### config.mk
export PLATFORM = sky130hd
export DESIGN_NAME = rs485_auto_direction_isolator
export DESIGN_NICKNAME = d
export VERILOG_FILES = /design/src/isolator_pkg.sv /design/src/rs485_auto_direction_isolator.sv
export SDC_FILE = /design/constraint.sdc
export NUM_CORES = 1
export LEC_CHECK = 0
export ABC_AREA = 1
export BUFFER_PORTS_ARGS = -buffer_cell sky130_fd_sc_hd__buf_2
export CORE_AREA = 2 2 57 59
export CTS_CLUSTER_SIZE = 40
export DETAILED_ROUTE_END_ITERATION = 10
export DIE_AREA = 0 0 59 61
export PLACE_DENSITY = 0.7
export SLEW_MARGIN = 10
export SYNTH_ARGS = -nofsm -noshare
export SYNTH_HDL_FRONTEND = slang
export SYNTH_SLANG_ARGS = --single-unit
export TNS_END_PERCENT = 50
### constraint.sdc
create_clock -name clk -period 0.8 [get_ports clk]
set_clock_uncertainty 0.15 [all_clocks]
set_input_delay 0.04 -clock clk [delete_from_list [all_inputs] [get_ports clk]]
set_output_delay 0.04 -clock clk [all_outputs]
set_load 0.005 [all_outputs]
### src/isolator_pkg.sv
// package: mode encoding, switch bundle, timing constants for the direction control
`default_nettype none
package isolator_pkg;
   typedef enum logic [1:0] {MODE_P2P, MODE_BUS4, MODE_BUS2} line_mode_t;

   typedef struct packed {
      logic duplex_select_switch;
      logic bus_mode_select_switch;
      logic fixed_cfg_switch_a;
      logic fixed_cfg_switch_b;
      logic fixed_cfg_switch_c;
      logic hold_time_select_switch;
   } switch_set_t;

   typedef struct packed {
      logic data;
      logic handshake;
   } chan_t;

   localparam int unsigned CLK_FREQ_HZ = 40_000_000;
   localparam int unsigned HOLD_SHORT_US = 10;
   localparam int unsigned HOLD_LONG_US = 50;
   localparam int unsigned HOLD_SHORT_CYC = (HOLD_SHORT_US * CLK_FREQ_HZ) / 1_000_000;
   localparam int unsigned HOLD_LONG_CYC = (HOLD_LONG_US * CLK_FREQ_HZ) / 1_000_000;
   localparam int unsigned HOLD_CNT_W = 12;
   localparam logic DATA_IDLE_LEVEL = 1'b1;
   localparam logic DRV_EN_RESET = 1'b0;
endpackage : isolator_pkg
`default_nettype wire

### src/rs485_auto_direction_isolator.sv
// module: mode decode and automatic driver direction control of one isolator side
`timescale 1ns/1ps
`default_nettype none

// How it works
// - point-to-point: data and handshake both ways, drivers and receivers always on
// - bus modes: one data channel per direction, handshake not carried
// - bus modes: driver turns on by itself when outgoing data starts
// - after activity ends, driver stays on for hold time, then high impedance
// - four-wire bus: receive channel always enabled
// - two-wire bus: receiver off while driver on, on when driver off
// - hold time 10 us with hold switch on, 50 us with it off
// - duplex/bus switches decode the mode; fixed switches read off, on, off
module rs485_auto_direction_isolator
   import isolator_pkg::*;
(
   input wire logic clk,
   input wire logic rst_b,
   input var switch_set_t switches,
   input var chan_t link_tx,
   input var chan_t line_rx,
   output var chan_t line_tx,
   output logic line_drv_en,
   output logic line_rcv_en,
   output var chan_t link_rx,
   output var line_mode_t mode,
   output logic cfg_fault
);

   // ------------------------------------------------------------
   // reset release
   // ------------------------------------------------------------
   logic rst_meta_r;
   logic rst_sync_b_r;

   always_ff @(posedge clk or negedge rst_b)
   begin
      if (!rst_b)
      begin
         rst_meta_r <= 1'b0;
         rst_sync_b_r <= 1'b0;
      end
      else
      begin
         rst_meta_r <= 1'b1;
         rst_sync_b_r <= rst_meta_r;
      end
   end

   // ------------------------------------------------------------
   // mode decode
   // ------------------------------------------------------------
   function automatic line_mode_t decode_mode(input switch_set_t s);
      if (!s.bus_mode_select_switch)
         decode_mode = MODE_P2P;
      else if (s.duplex_select_switch)
         decode_mode = MODE_BUS2;
      else
         decode_mode = MODE_BUS4;
   endfunction : decode_mode

   line_mode_t mode_nxt;
   logic fault_nxt;

   always_comb
   begin
      mode_nxt = decode_mode(switches);
      fault_nxt = switches.fixed_cfg_switch_a || !switches.fixed_cfg_switch_b ||
         switches.fixed_cfg_switch_c || (switches.duplex_select_switch &&
         !switches.bus_mode_select_switch);
   end

   always_ff @(posedge clk or negedge rst_sync_b_r)
   begin
      if (!rst_sync_b_r)
      begin
         mode <= MODE_P2P;
         cfg_fault <= 1'b0;
      end
      else
      begin
         mode <= mode_nxt;
         cfg_fault <= fault_nxt;
      end
   end

   // ------------------------------------------------------------
   // hold timer and driver enable
   // ------------------------------------------------------------
   logic [HOLD_CNT_W-1:0] hold_cnt_r;
   logic [HOLD_CNT_W-1:0] hold_load;
   logic active;
   logic bus_mode;
   logic drv_nxt;

   assign active = (link_tx.data != DATA_IDLE_LEVEL);
   assign bus_mode = (mode_nxt != MODE_P2P);
   assign hold_load = switches.hold_time_select_switch ?
      HOLD_CNT_W'(HOLD_SHORT_CYC) : HOLD_CNT_W'(HOLD_LONG_CYC);

   always_ff @(posedge clk or negedge rst_sync_b_r)
   begin
      if (!rst_sync_b_r)
         hold_cnt_r <= '0;
      else if (!bus_mode)
         hold_cnt_r <= '0;
      else if (active)
         hold_cnt_r <= hold_load;
      else if (hold_cnt_r != '0)
         hold_cnt_r <= hold_cnt_r - 1'b1;
   end

   // driver on during activity and while hold count is above one
   assign drv_nxt = !bus_mode || active || (hold_cnt_r > HOLD_CNT_W'(1));

   always_ff @(posedge clk or negedge rst_sync_b_r)
   begin
      if (!rst_sync_b_r)
      begin
         line_drv_en <= DRV_EN_RESET;
         line_rcv_en <= 1'b1;
      end
      else
      begin
         line_drv_en <= drv_nxt;
         line_rcv_en <= (mode_nxt != MODE_BUS2) || !drv_nxt;
      end
   end

   // ------------------------------------------------------------
   // data path
   // ------------------------------------------------------------
   always_ff @(posedge clk or negedge rst_sync_b_r)
   begin
      if (!rst_sync_b_r)
      begin
         line_tx <= '{data: DATA_IDLE_LEVEL, handshake: DATA_IDLE_LEVEL};
         link_rx <= '{data: DATA_IDLE_LEVEL, handshake: DATA_IDLE_LEVEL};
      end
      else
      begin
         line_tx.data <= link_tx.data;
         link_rx.data <= (mode_nxt == MODE_BUS2 && drv_nxt) ? DATA_IDLE_LEVEL :
            line_rx.data;
         line_tx.handshake <= bus_mode ? DATA_IDLE_LEVEL : link_tx.handshake;
         link_rx.handshake <= bus_mode ? DATA_IDLE_LEVEL : line_rx.handshake;
      end
   end
endmodule : rs485_auto_direction_isolator

`default_nettype wire

==> out/qor.csv <==
metric,value,unit
outcome,"complete, but fails checks",
violations,"negative hold slack, negative setup slack",
cts-root-buf,clkbuf_4,
leakagePower,0.895,nW
nNetsFinal,215,
synth_cell_type_count,22,
syn_area,1140,µm²
firstDrtPassIters,4,
yosysTopAreaCellShare,39.4,%
worstPathRequired,0.87,ns
synth-main-ff-cell,dfrtp_1,
fp.dieH,61,µm
cts-buffers-inserted,3,
synth_simple_gate_area_share,31.4,%
fin_ws,-0.687,ns
vias,1083,
detail_route.wirelength,2800,µm
critPathCaptureType,register,
holdBufCountCts,3,
gp_congestion,0.847,
synth_xor_xnor_area_share,0.766,%
setup_tns,-12.21,ns
drv_slew,0,
holdWs,-0.246,ns
r2r-start,hold_cnt_r[4],
antennaDiodeCount,0,
power.share.clock,19.3,%
drt-initial-drc-count,31,
cp_max_fo,5,
grt_max_degree,22,
post_drt_wl_per_cell,12.1,µm
async_flop_share,100,%
die_area,3600,µm²
r2r-end,hold_cnt_r[8],
rrSetupSlack,-0.69,ns
hp-class,input pin to register,
rsz0062_at_grt,true,
synthTopCellsByArea,"dfrtp_1 (39%), dfstp_2 (11%), nand2_1 (10%), nor2_1 (8.9%), inv_1 (7.2%)",
tritoncts,done,
yosys_warnings,0,
fillers,250,
cts.htree.levels,1,
worst_setup_path_start_kind,register,
postRouteAntennaNets,0,
grt.total_usage,16.4,%
synth_common_cells,"nand2_1 (31), nor2_1 (27), inv_1 (22)",
p_per_area,1600,nW/µm²
timing.final.crit_share,186,%
grt_antenna_before_repair,0,
reg2reg_depth,8,
syn_to_final_growth,49.9,%
fmax,672,MHz
peakVddDrop,1.18,mV
p_sw,0.000875,W
timing.final.crit_period,1.49,ns
synth.net_count,158,
cts_sinks,23,
dp_slack,-0.622,ns
clock_latency,0.31,ns
syn_inst,143,
p_int,0.00187,W
power_frac_seq,48.1,%
synth_top_family_by_area,simple AND/OR/NAND/NOR gates,
startpoint,hold_cnt_r[4],
drv_cap,0,
yosysTopAreaCell,dfrtp_1,
p_sw_share,31.9,%
cp.arrival,1.56,ns
die-width,59,µm
crit_end,hold_cnt_r[8],
critPathKind,register to register,
grt_pass1_vias,1104,
synth_edf_count,0,
core,2950,µm²
setup_viol,24,
hold_viol,12,
hpwl,1910,µm
synth.most_common_cell,nand2_1,
muxShareOfSynthArea,0,%
synthAdderAreaFrac,3.28,%
drive_gt1_share,50.3,%
synth_seq_cells,23,
synth_compound_area_share,4.81,%
rows,20,
seq_area_frac_synth,50.9,%
grt_pass1_wl,4450,µm
initial_core_util,38.7,%
total_power,0.00274,W
drc,0,
io_pins,21,
io_buffers,20,
cts_buffer_depth,2,
synth_area_per_cell,8.00,µm²
pwr-share-comb,32.6,%
clk_pin_slew,0.12,ns
viasPerCell,4.67,
gr-total-overflow,0,
[power groups by stage]
stage	registers (W)	logic, W	clock network (W)
floorplan	0.00133	0.000410	0
global placement	0.00132	0.000682	0
detailed placement	0.00133	0.000697	0
CTS	0.00130	0.000782	0.000539
global route	0.00133	0.000987	0.000568
finish	0.00132	0.000893	0.000529
[final cells by class]
| cell class | count | area (µm²) | area share (%) |
|---|---|---|---|
| flip-flops and latches | 23 | 586 | 34.2 |
| multi-input cells | 95 | 586 | 34.2 |
| repair buffers | 51 | 378 | 22.0 |
| inverters | 26 | 97.6 | 5.69 |
| well taps | 33 | 41.3 | 2.41 |
| clock buffers | 4 | 26.3 | 1.53 |
[metal layers]
metal / routed length (µm) / track usage (%) / up-vias
li1: - / - / 542
met1: 1190 / 17.9 / 506
met2: 1470 / 32.1 / 30
met3: 105 / 2.35 / 5
met4: 37 / 5.84 / 0
met5: 0 / 0 / -
[sequential cells by signal, indices dropped and copies added, names as in the netlist]
register and cells:
rst_meta_r 1, cfg_fault 1, line_rcv_en 1, line_drv_en 1, hold_cnt_r 12, line_tx 2, link_rx 2, mode 2
rst_sync_b_r 1
[cells by family after synthesis]
group	after synthesis
AND/OR/NAND/NOR	80
buffers and inverters	26
flip-flops	23
AO/OA/AOI/OAI	9
adder cells (fa/ha/maj)	3
XOR/XNOR	1
other	1
[worst min-delay path by stage]
stage                     slack [ns]   startpoint  depth (start not counted)          to
after floorplan                -0.41        rst_b                          0  rst_meta_r
after global placement         -0.33        rst_b                          1  rst_meta_r
after detailed placement       -0.32        rst_b                          1  rst_meta_r
after CTS                      -0.24   line_rx[0]                          2  link_rx[0]
after global routing           -0.24  switches[1]                          2   cfg_fault
final                          -0.25  switches[1]                          2   cfg_fault
[metrics by stage]
stage	std cells	cell area (µm²)	utilization, %
floorplan	143	1200	-
global placement	217	1510	51.3
detailed placement	217	1510	51.3
CTS	231	1630	55.2
global route	232	1710	58.1
finish	232	1710	58.1
[worst max-delay path, stage by stage, from the launching register on]
cell	delay [ns]
dfrtp_1	0.46
nor2_4	0.15
nand2_2	0.11
nor2_4	0.19
nand2_4	0.11
nand2_4	0.10
inv_2	0.05
nand2_1	0.05
inv_1	0.04
[layout by cell type, fill, tap and decap left out]
cell,synthesis,layout
a2111o_1,1,1
nor2_2,2,5
dlygate4sd3_1,0,3
nand3_2,0,1
nor3_1,2,2
o21ai_1,0,4
a21oi_2,0,2
nand2_2,4,9
inv_1,22,18
buf_4,0,27
nand2_4,1,3
nand3_1,7,6
dfrtp_2,0,3
and2_1,1,1
buf_2,0,16
nor2_1,27,18
a21oi_1,3,1
ha_1,3,1
inv_2,4,8
nand4_1,1,1
xor2_1,1,1
ha_4,0,2
clkbuf_1,0,1
or2_2,2,2
buf_6,0,4
conb_1,1,1
clkbuf_4,0,3
nor2_4,2,8
buf_12,0,1
dfrtp_1,18,15
nand2_1,31,25
o21ai_2,1,1
dfstp_2,5,5
[timing repair]
item / in CTS / in global routing
resized for setup: 5 / 23
cloned: 1 / 0
endpoints found under the hold margin: 14 / 11
pin swaps: 11 / 9
endpoints found under the setup margin: 24 / 24
setup buffers: 6 / 1
No activity file was read; power rests on OpenSTA's default activity.
